--- config.mk ---
export PLATFORM = sky130hd
export DESIGN_NAME = nvls_engine
export DESIGN_NICKNAME = d
export VERILOG_FILES = /design/src/verilog/nvls_pkg.sv /design/src/verilog/nvls_engine.sv /design/src/verilog/nvls_arb.sv
export VERILOG_INCLUDE_DIRS = /design/src /design/src/verilog
export SDC_FILE = /design/constraint.sdc
export NUM_CORES = 1
export LEC_CHECK = 0
export BUFFER_PORTS_ARGS = -buffer_cell sky130_fd_sc_hd__buf_2
export CAP_MARGIN = 0
export CORE_MARGIN = 2
export CORE_UTILIZATION = 60
export CTS_CLUSTER_SIZE = 10
export DETAILED_ROUTE_END_ITERATION = 6
export MAX_ROUTING_LAYER = met4
export PLACE_DENSITY_LB_ADDON = 0.2
export SLEW_MARGIN = 15
export SYNTH_ARGS = -nofsm -noshare
export SYNTH_HDL_FRONTEND = slang
export SYNTH_SLANG_ARGS = --single-unit
export TNS_END_PERCENT = 1
--- constraint.sdc ---
create_clock -name clk -period 5.9 [get_ports clk]
set_clock_uncertainty 0.2 [all_clocks]
set_input_delay 0.59 -clock clk [delete_from_list [all_inputs] [get_ports clk]]
set_output_delay 0.59 -clock clk [all_outputs]
set_load 0.02 [all_outputs]
--- src/verilog/nvls_regs.svh ---
// Constants of the NV register load/store engine: opcodes, limits, bits.
// Assumes nothing; included by the engine and the bench by bare name.
`ifndef NVLS_REGS_SVH
`define NVLS_REGS_SVH

// Command opcodes
`define NVLS_OP_SINGLE_LOAD 8'hC7
`define NVLS_OP_MULTI_STORE 8'hC4
`define NVLS_OP_SINGLE_STORE 8'hC6
`define NVLS_OP_BUF_LONG_WRITE 8'h8A

// Accumulator register that holds an indirect NV address
`define NVLS_IND_REG 16'h000A

// Register count limits of a multi-register store
`define NVLS_MULTI_MIN 16'sh0001
`define NVLS_MULTI_MAX 16'sh000A

// Polling status word bits raised by a failed NV access
`define NVLS_PSW_BIT_A 12
`define NVLS_PSW_BIT_B 14
`define NVLS_PSW_FAIL 16'h5000

`endif

--- src/verilog/nvls_pkg.sv ---
// Types shared by the NV register load/store engine and its arbiter.
// Assumes the constants header is on the include path.
package nvls_pkg;

    // One command as presented by a program thread
    typedef struct packed {
        logic [7:0] op;
        logic signed [15:0] count;
        logic [15:0] rnum;
        logic [15:0] addr;
    } nvls_cmd_s;

    typedef enum logic [3:0] {
        S_IDLE = 4'h0,
        S_IND_WT = 4'h1,
        S_CHK_WT = 4'h2,
        S_SRC_WT = 4'h3,
        S_NV_WR = 4'h4,
        S_NV_RD = 4'h5,
        S_PB_HI = 4'h6,
        S_DONE = 4'h7
    } nvls_state_e;

    // Whole state of the engine
    typedef struct packed {
        nvls_state_e st;
        logic [7:0] op;
        logic suppress;
        logic err;
        logic half;
        logic ck;
        logic owner;
        logic [3:0] cnt;
        logic [15:0] reg_idx;
        logic [15:0] addr;
        logic [31:0] data;
        logic [15:0] sum;
        logic [1:0] ack;
        logic fault;
        logic [15:0] psw;
        logic isw_zero;
        logic isw_neg;
        logic rf_rd_req;
        logic rf_we;
        logic [15:0] rf_idx;
        logic [31:0] rf_wdata;
        logic nv_req;
        logic nv_we;
        logic [15:0] nv_addr;
        logic [15:0] nv_wdata;
        logic pb_we;
        logic [15:0] pb_addr;
        logic [15:0] pb_wdata;
    } nvls_core_s;

    // Whole state of the thread arbiter
    typedef struct packed {
        logic [1:0] gnt;
        logic last;
    } nvls_arb_s;

endpackage

--- src/verilog/nvls_engine.sv ---
// NV register load/store engine serving two program threads.
// Assumes a register file read combinationally from rf_idx while
// rf_rd_req is high, and an NV array answering each request by nv_ack.
//
// Overview of operation
// - Single load reads NV word pair, checks checksum, writes only writable
// - NV address zero takes the real address from register ten
// - Negative register keeps program running; zero or negative flag set
// - One thread owns NV memory at a time; the other waits
// - Multi store copies 1 to 10 registers plus one checksum word
// - Each register goes out as two 16-bit writes, resampled between
// - Protected NV write raises command error and status bits 12, 14
// - Single store writes one register with its own checksum
// - Buffer-long write puts a register into two buffer words
// - Buffer writes carry no range check on the value
// - Load checksum mismatch sets status bits 14 and 12
`timescale 1ns/1ps
`default_nettype none
`include "nvls_regs.svh"
module nvls_engine
    import nvls_pkg::*;
(
    input wire logic clk,
    input wire logic resetn,
    input wire logic [1:0] cmd_valid,
    input wire nvls_cmd_s cmd0,
    input wire nvls_cmd_s cmd1,
    output logic [1:0] cmd_ack,
    output logic cmd_fault,
    output logic owner,
    input wire logic psw_clear,
    output logic [15:0] psw,
    output logic isw_zero,
    output logic isw_negative,
    output logic rf_rd_req,
    output logic [15:0] rf_idx,
    input wire logic [31:0] rf_rd_data,
    input wire logic rf_rd_writable,
    output logic rf_we,
    output logic [31:0] rf_wdata,
    output logic nv_req,
    output logic nv_we,
    output logic [15:0] nv_addr,
    output logic [15:0] nv_wdata,
    input wire logic [15:0] nv_rdata,
    input wire logic nv_ack,
    input wire logic nv_err,
    output logic pb_we,
    output logic [15:0] pb_addr,
    output logic [15:0] pb_wdata
);

    nvls_core_s q;
    nvls_core_s n;
    logic [1:0] gnt;
    logic busy;
    logic known;
    logic multi;
    logic is_load;
    logic [15:0] hw;
    nvls_cmd_s sel;

    // A thread whose ack is showing must not be granted again
    assign busy = (q.st != S_IDLE);

    nvls_arb u_arb (
        .clk(clk),
        .resetn(resetn),
        .req(cmd_valid & ~q.ack),
        .busy(busy),
        .gnt(gnt)
    );

    // Command decode of the granted thread
    always_comb begin
        sel = gnt[1] ? cmd1 : cmd0;
        multi = (sel.op == `NVLS_OP_MULTI_STORE);
        known = multi || (sel.op == `NVLS_OP_SINGLE_LOAD) ||
                (sel.op == `NVLS_OP_SINGLE_STORE) ||
                (sel.op == `NVLS_OP_BUF_LONG_WRITE);
        is_load = (q.op == `NVLS_OP_SINGLE_LOAD);
        hw = q.half ? rf_rd_data[31:16] : rf_rd_data[15:0];
    end

    // Next-state logic; every strobe except nv_req defaults to idle each cycle
    always_comb begin
        n = q;
        n.ack = 2'h0;
        n.fault = 1'b0;
        n.rf_rd_req = 1'b0;
        n.rf_we = 1'b0;
        n.pb_we = 1'b0;
        if (psw_clear) begin
            n.psw = 16'h0000;
        end
        unique case (q.st)
            S_IDLE: begin
                if ((gnt & cmd_valid & ~q.ack) != 2'h0) begin
                    n.owner = gnt[1];
                    n.op = sel.op;
                    // negative register number suppresses the halt
                    n.suppress = sel.rnum[15];
                    n.reg_idx = sel.rnum[15] ? -sel.rnum : sel.rnum;
                    n.addr = sel.addr;
                    n.half = 1'b0;
                    n.ck = 1'b0;
                    n.sum = 16'h0000;
                    n.err = 1'b0;
                    n.cnt = multi ? sel.count[3:0] : 4'h1;
                    n.rf_idx = n.reg_idx;
                    if (!known) begin
                        // Unknown opcode is acknowledged as a success (isw_zero set), with no access
                        n.st = S_DONE;
                    end else if (multi && (sel.count < `NVLS_MULTI_MIN ||
                                 sel.count > `NVLS_MULTI_MAX)) begin
                        n.err = 1'b1;
                        n.st = S_DONE;
                    end else if (sel.addr == 16'h0000 &&
                                 sel.op != `NVLS_OP_BUF_LONG_WRITE) begin
                        n.rf_idx = `NVLS_IND_REG;
                        n.rf_rd_req = 1'b1;
                        n.st = S_IND_WT;
                    end else begin
                        n.rf_rd_req = 1'b1;
                        n.st = (sel.op == `NVLS_OP_SINGLE_LOAD) ?
                               S_CHK_WT : S_SRC_WT;
                    end
                end
            end
            S_IND_WT: begin
                // indirect address taken from low word
                n.addr = rf_rd_data[15:0];
                n.rf_idx = q.reg_idx;
                n.rf_rd_req = 1'b1;
                n.st = is_load ? S_CHK_WT : S_SRC_WT;
            end
            S_CHK_WT: begin
                // only writable registers may be load targets
                if (!rf_rd_writable) begin
                    n.err = 1'b1;
                    n.st = S_DONE;
                end else begin
                    n.nv_req = 1'b1;
                    n.nv_we = 1'b0;
                    n.nv_addr = q.addr;
                    n.st = S_NV_RD;
                end
            end
            S_SRC_WT: begin
                if (q.op == `NVLS_OP_BUF_LONG_WRITE) begin
                    // low word first; value passed unchecked
                    n.data = rf_rd_data;
                    n.pb_we = 1'b1;
                    n.pb_addr = q.addr;
                    n.pb_wdata = rf_rd_data[15:0];
                    n.half = 1'b0;
                    n.st = S_PB_HI;
                end else begin
                    // each half sampled just before its own write
                    n.nv_req = 1'b1;
                    n.nv_we = 1'b1;
                    n.nv_addr = q.addr;
                    n.nv_wdata = hw;
                    n.sum = q.sum + hw;
                    n.st = S_NV_WR;
                end
            end
            S_NV_WR: begin
                if (nv_ack) begin
                    n.nv_req = 1'b0;
                    n.addr = q.addr + 16'h0001;
                    if (nv_err) begin
                        n.err = 1'b1;
                        n.st = S_DONE;
                    end else if (q.ck) begin
                        n.st = S_DONE;
                    end else if (!q.half) begin
                        // re-read the register for the high half
                        n.half = 1'b1;
                        n.rf_idx = q.reg_idx;
                        n.rf_rd_req = 1'b1;
                        n.st = S_SRC_WT;
                    end else if (q.cnt == 4'h1) begin
                        n.half = 1'b0;
                        n.ck = 1'b1;
                        n.nv_req = 1'b1;
                        n.nv_addr = q.addr + 16'h0001;
                        n.nv_wdata = q.sum;
                    end else begin
                        n.half = 1'b0;
                        n.cnt = q.cnt - 4'h1;
                        n.reg_idx = q.reg_idx + 16'h0001;
                        n.rf_idx = q.reg_idx + 16'h0001;
                        n.rf_rd_req = 1'b1;
                        n.st = S_SRC_WT;
                    end
                end
            end
            S_NV_RD: begin
                if (nv_ack) begin
                    n.nv_req = 1'b0;
                    n.addr = q.addr + 16'h0001;
                    if (q.ck) begin
                        // register changes only on a match
                        if (nv_rdata == q.sum) begin
                            n.rf_we = 1'b1;
                            n.rf_idx = q.reg_idx;
                            n.rf_wdata = q.data;
                        end else begin
                            n.err = 1'b1;
                        end
                        n.st = S_DONE;
                    end else begin
                        if (!q.half) begin
                            n.data[15:0] = nv_rdata;
                            n.half = 1'b1;
                        end else begin
                            n.data[31:16] = nv_rdata;
                            n.ck = 1'b1;
                        end
                        n.sum = q.sum + nv_rdata;
                        n.nv_req = 1'b1;
                        n.nv_addr = q.addr + 16'h0001;
                    end
                end
            end
            S_PB_HI: begin
                // high word into the following buffer location
                n.pb_we = 1'b1;
                n.pb_addr = q.addr + 16'h0001;
                n.pb_wdata = q.data[31:16];
                n.half = 1'b1;
                n.st = S_DONE;
            end
            S_DONE: begin
                n.ack[q.owner] = 1'b1;
                // zero on success, negative on failure
                n.isw_zero = ~q.err;
                n.isw_neg = q.err;
                n.fault = q.err & ~q.suppress;
                // failure bits win over a clear
                if (q.err) begin
                    n.psw = n.psw | `NVLS_PSW_FAIL;
                end
                n.st = S_IDLE;
            end
            default: begin
                n.st = S_IDLE;
            end
        endcase
    end

    always_ff @(posedge clk or negedge resetn) begin
        if (!resetn) begin
            q <= '0;
        end else begin
            q <= n;
        end
    end

    // Outputs straight from the state register
    assign cmd_ack = q.ack;
    assign cmd_fault = q.fault;
    assign owner = q.owner;
    assign psw = q.psw;
    assign isw_zero = q.isw_zero;
    assign isw_negative = q.isw_neg;
    assign rf_rd_req = q.rf_rd_req;
    assign rf_idx = q.rf_idx;
    assign rf_we = q.rf_we;
    assign rf_wdata = q.rf_wdata;
    assign nv_req = q.nv_req;
    assign nv_we = q.nv_we;
    assign nv_addr = q.nv_addr;
    assign nv_wdata = q.nv_wdata;
    assign pb_we = q.pb_we;
    assign pb_addr = q.pb_addr;
    assign pb_wdata = q.pb_wdata;
endmodule
`default_nettype wire

--- src/verilog/nvls_arb.sv ---
// Two-thread arbiter for NV memory access.
// Assumes a thread holds its request until acknowledged; busy is high
// while the engine works on the granted command.
`timescale 1ns/1ps
`default_nettype none
module nvls_arb
    import nvls_pkg::*;
(
    input wire logic clk,
    input wire logic resetn,
    input wire logic [1:0] req,
    input wire logic busy,
    output logic [1:0] gnt
);

    nvls_arb_s q;
    nvls_arb_s n;

    // Grant sticks while busy or still requested, so it never flips
    // under a command in flight; fresh ties alternate between threads
    always_comb begin
        n = q;
        if (!busy) begin
            if ((q.gnt & req) == 2'h0) begin
                n.gnt = 2'h0;
                if (req == 2'h3) begin
                    n.gnt = q.last ? 2'h1 : 2'h2;
                    n.last = ~q.last;
                end else if (req[0]) begin
                    n.gnt = 2'h1;
                    n.last = 1'b0;
                end else if (req[1]) begin
                    n.gnt = 2'h2;
                    n.last = 1'b1;
                end
            end
        end
    end

    always_ff @(posedge clk or negedge resetn) begin
        if (!resetn) begin
            q <= '0;
        end else begin
            q <= n;
        end
    end

    assign gnt = q.gnt;

endmodule
`default_nettype wire

Word level (Yosys, flattened, before mapping)
Index checks and enable logic that the tools add are counted.
{"block": "word_totals", "ff_bits": 242, "input_bits": 168, "output_inout_bits": 139, "wordCells": 238}
{"block": "op_classes", "n_addsub": 6, "magnitude_cmp": 4, "eq_ne": 38, "n_mux": 106, "bitwise_logic": 10, "n_reduce_logical": 43}
{"op": "$mux W16", "n": 18}
{"op": "$mux W32", "n": 6}
{"op": "$pmux W16 S4", "n": 3}
{"op": "$mux W49", "n": 2}
{"op": "$mux W20", "n": 4}
{"op": "$pmux W33 S2", "n": 1}
{"op": "$mux W64", "n": 1}
{"op": "$pmux W32 S2", "n": 1}
{"op": "$mux W56", "n": 1}
{"op": "$mux W53", "n": 1}
{"op": "$mux W50", "n": 1}
{"op": "$eq A8 B8 Y1 const B", "n": 6}
{"op": "$mux W48", "n": 1}
{"op": "$pmux W16 S3", "n": 1}
{"op": "$mux W4", "n": 10}
{"op": "$pmux W20 S2", "n": 1}
{"op": "$ne A2 B2 Y1 const B", "n": 19}
{"op": "$mux W36", "n": 1}
{"op": "$mux W34", "n": 1}
{"op": "$mux W33", "n": 1}
{"op": "$add A16 B1 Y16 const B", "n": 2}
{"op": "$add A16 B16 Y16", "n": 2}
{"op": "$pmux W16 S2", "n": 1}
{"op": "$reduce_and A5 Y1", "n": 6}
{"op": "46 further kinds", "n": 116}

Depth between registers and ports, before layout
{"block": "logic_depth", "depth_word": 8, "depth_mapped": 16, "depth_no_buf": 13}

Modules after synthesis
A second synthesis with hierarchy kept.
{"block": "hier_totals", "hier_cells": 1652, "area_unflattened_um2": 14505.2}
{"mod": "nvls_engine", "n_inst": 1, "cells_each": 1632, "area_per_inst_um2": 14327.5, "seq_area_each_um2": 5605.4}
{"mod": "nvls_arb", "n_inst": 1, "cells_each": 20, "area_per_inst_um2": 177.7, "seq_area_each_um2": 75.1}

Worst setup path after synthesis
No wires, ideal clock.
{"block": "synth_path", "path_kind": "register to register", "start": "register q[224] (netlist name)", "end": "register q[153] (netlist name)", "setup_ns": 0.087, "t_arrival_ns": 3.437, "required_ns": 5.613, "setup_slack_ns": 2.176, "stages_incl_launch_ff": 14, "path_buffers": 2, "synth_period_minus_slack_ns": 3.724, "path_cell_list": "dfrtp_1 -> clkbuf_1 -> clkbuf_1 -> mux2i_1 -> nand2_1 -> o21a_1 -> ha_1 -> a211oi_1 -> o21bai_1 -> a211o_1 -> a211oi_1 -> nor3_1 -> or4_1 -> o211ai_1"}
{"block": "synth_between", "elab_chain_cells": 4}
{"item": "from (decl)", "line_no": "nvls_engine.sv:53", "rtl": "nvls_core_s q;"}
{"item": "from (signal assigned)", "line_no": "nvls_engine.sv:257", "rtl": "q <= n;"}
{"item": "$mux W16", "line_no": "nvls_engine.sv:82", "rtl": "hw = q.half ? rf_rd_data[31:16] : rf_rd_data[15:0];"}
{"item": "$add A16 B16 Y16", "line_no": "nvls_engine.sv:164", "rtl": "n.sum = q.sum + hw;"}
{"item": "$mux W16", "line_no": "nvls_engine.sv:150", "rtl": "if (q.op == `NVLS_OP_BUF_LONG_WRITE) begin"}
{"item": "$pmux W16 S3", "line_no": "nvls_engine.sv:96", "rtl": "unique case (q.st)"}
No other way between the ends. The select of a mux whose other input is x is not followed.
A chain may end at the register's enable or synchronous reset.

Worst setup path in the final report
{"block": "layout_path", "start": "register q[236] (netlist name)", "end": "register q[153] (netlist name)"}
{"block": "layout_between", "elab_chain_cells": 3, "word_cells_on_any_way": 10, "cone_classes": "eq/ne: 6; mux: 1; reduce/logical: 3"}
{"item": "$eq A4 B2 Y1 (tied with other cells)", "line_no": "nvls_engine.sv:96"}
{"item": "$ne A2 B2 Y1 (no line) / $reduce_bool A3 Y1 (equally long branches)"}
{"item": "$reduce_and A5 Y1 (no line)"}
Parallel ways exist; a longest one is shown, timed or not.

==> impl_metrics.py <==
metrics = {
    "global_route": {
        "gr-total-overflow": 0,
        "first_global_vias": 12466,
        "grt_antenna_before_repair": 1,
        "grt_max_degree": 131,
        "grt_pass1_wl_um": 68400,
        "grt_use_total": 0.343,
    },
    "drt": {
        "drtIter0Drc": 1195,
        "vias_per_cell": 6.10,
        "route.detailed.drc": 0,
        "wirelength_um": 43000,
        "firstDrtPassIters": 6,
        "drtAntennaViolNets": 0,
        "routedWlPerCell_um": 20.0,
        "vias": 13123,
    },
    "power_and_ir_drop": {
        "ir_drop_mv": 0.382,
        "p_leak_nw": 7.51,
        "power_density_mw_per_mm2": 510,
        "total_power_mw": 8.10,
    },
    "synth": {
        "synth_area_leaders": "dfrtp_1, nand2_1, buf_4",
        "post-synth-top-area-cell": "dfrtp_1",
        "mappedNetlistArea_sq_mm": 0.0145,
        "synth-edff-count": 0,
        "synth_top_family_by_area": "compound AO/OA/AOI/OAI gates",
        "synthAdderAreaFrac": 0.0195,
        "yosysUniqueCellTypes": 88,
        "yosys_warnings": 0,
        "avgSynthCellArea_sq_um": 8.48,
        "async_flop_share": 1.00,
        "synth_xor_area_frac": 0.0309,
        "synth-simple-area-share": 0.187,
        "ys_seq_area_frac": 0.392,
        "synth_top_area_share": 0.392,
        "ys.flop_type": "dfrtp_1",
        "ys_ff_latch": 227,
        "synthCells": 1706,
        "synthMuxAreaShare": 0.0526,
        "synth_compound_area_frac": 0.210,
    },
    "finish": {
        "layout_commonest_cell": "nand2_1",
        "final_nets": 2013,
        "layout-drive-gt1-share": 0.217,
        "syn_to_final_growth_pct": 9.59,
        "utilization": 0.672,
        "layout.cells.most_common_list": "nand2_1, buf_2, dfrtp_1",
    },
    "cts": {
        "root_buffer": "clkbuf_16",
        "cts_sinks": 227,
        "cts_tree": "yes",
        "clk_latency_ps": 550,
        "numCtsBuffers": 27,
        "ctsLongestPathBuffers": 3,
        "post-cts-setup-buffers": 0,
        "cts_resized": 0,
        "path_clk_slew_ps": 60,
        "cts_max_level": 1,
    },
    "sta": {
        "hold_viol": 0,
        "max_freq_mhz": 238,
        "period_share": 0.711,
        "tightest_slew_ps": 1180,
        "min_period_ps": 4200,
        "slew_viol_final": 0,
        "setup_viol": 0,
        "final.setup.tns_ps": 0,
        "rsz0062_at_grt": "false",
        "slew_headroom": 0.213,
    },
    "flow_run": {
        "drv_cap": 0,
    },
    "placement": {
        "place.gp.congestion": 0.983,
        "dp_hpwl_um": 31500,
        "numPortBuffers": 292,
    },
    "status": {
        "status": "complete, no violations",
    },
    "floorplanning": {
        "rows": 56,
        "die_h_um": 159,
        "die_w_um": 159,
        "initial_core_util": 0.613,
        "dieArea_sq_mm": 0.0254,
        "num_io_pins": 307,
        "coreArea_sq_mm": 0.0236,
    },
    "critical_path": {
        "path_class": "flip-flop to flip-flop",
        "end_kind": "flip-flop",
        "startpoint_type": "flip-flop",
        "cp.required_ps": 6160,
        "critical_path.max_fanout": 42,
        "critPathArrivalTime_ps": 4460,
    },
    "worst_hold_path": {
        "hold_path_class": "primary input to flip-flop",
    },
}
## flip-flops by register name (all words and copies together) (netlist names), 2 cells and up
signal	count
pb_addr	16
rf_idx	16
cmd_ack	2
nv_addr	16
q	99
nv_wdata	16
u_arb.gnt	2
psw	2
pb_wdata	16
rf_wdata	32
## metrics by stage
step / area (sq um) / hold WS (ps) / worst slack, ps / instances
6_report: 15900 / 35.3 / 1700 / 2151
5_1_grt: 15900 / 32.6 / 1450 / 2151
4_1_cts: 15900 / 24.1 / 1770 / 2150
3_5_place_dp: 15100 / 255 / 1790 / 2112
3_3_place_gp: 15100 / 253 / 1920 / 2112
2_1_floorplan: 14500 / 94.4 / 2180 / 1719
## layout make-up
type	count	area (sq um)
multi-input cells	1226	7290
clock buffers	35	736
diodes	1	2.50
flip-flops and latches	227	5680
well taps	319	399
repair buffers	307	1600
inverters	34	128
clock inverters	2	25.0
fillers	2051	7750
## critical path, cell delays in order, from the launching register on
cell and delay [ps]:
dfrtp_1 800, nand3b_1 220, buf_4 390, nand2_1 100
o21a_1 140, ha_1 290, a211oi_1 310, o21bai_1 160
a211o_1 350, a211oi_1 380, nor3_1 130, or4_1 530
o211ai_1 100
## kinds of logic (layout without fill, tap and decap cells)
group | Yosys count | in the layout
AND/OR/NAND/NOR | 597 | 597
AO/OA/AOI/OAI | 473 | 473
buffers and inverters | 266 | 378
flip-flops | 227 | 227
multiplexers | 69 | 69
XOR/XNOR | 51 | 51
adder cells (fa/ha/maj) | 22 | 22
other | 1 | 15
## worst paths after layout
check	from	end	slack, ps	depth (start not counted)
setup / recovery	q[236]	q[153]	1700	12
min in group asynchronous	resetn	rf_idx[15]	460	2
max in group asynchronous	resetn	rf_idx[14]	3800	3
hold reg to reg	rf_wdata[27]	rf_wdata[27]	270	2
hold / removal	psw_clear	psw[14]	40	2
setup reg to reg	q[236]	q[153]	1700	12
## cells in the mapped netlist (11+ instances only)
cell type    n
clkbuf_1    69
buf_2       14
a21oi_1    109
and2_1      24
a22oi_1     25
mux2_2      22
nor2_1     123
nor3_1      35
buf_4      131
nand3_1     25
xor2_1      12
xnor2_1     39
o21a_1      13
a22o_1      15
nand2b_1    11
nand4_1     13
inv_1       33
a221oi_1    12
mux2i_1     41
ha_1        21
dfrtp_1    227
o21ai_0    174
nand2_1    294
## metal layers
layer	up-vias	part of all wire	GRT usage
met5	-	0	-
met4	0	0.028	0.0905
met3	88	0.076	0.0544
met2	612	0.48	0.552
met1	6315	0.41	0.456
li1	6108	-	-
## power by group
| part | internal, mW | switching [mW] |
|---|---|---|
| registers | 2.10 | 0.615 |
| clock network | 0.861 | 0.645 |
| logic | 1.46 | 2.41 |
## what timing repair did
action                                  CTS  global route
hold buffers                              1             0
endpoints found under the setup margin    0             0
endpoints found under the hold margin    97             0
Note: power is estimated with default switching activity, not from simulation.
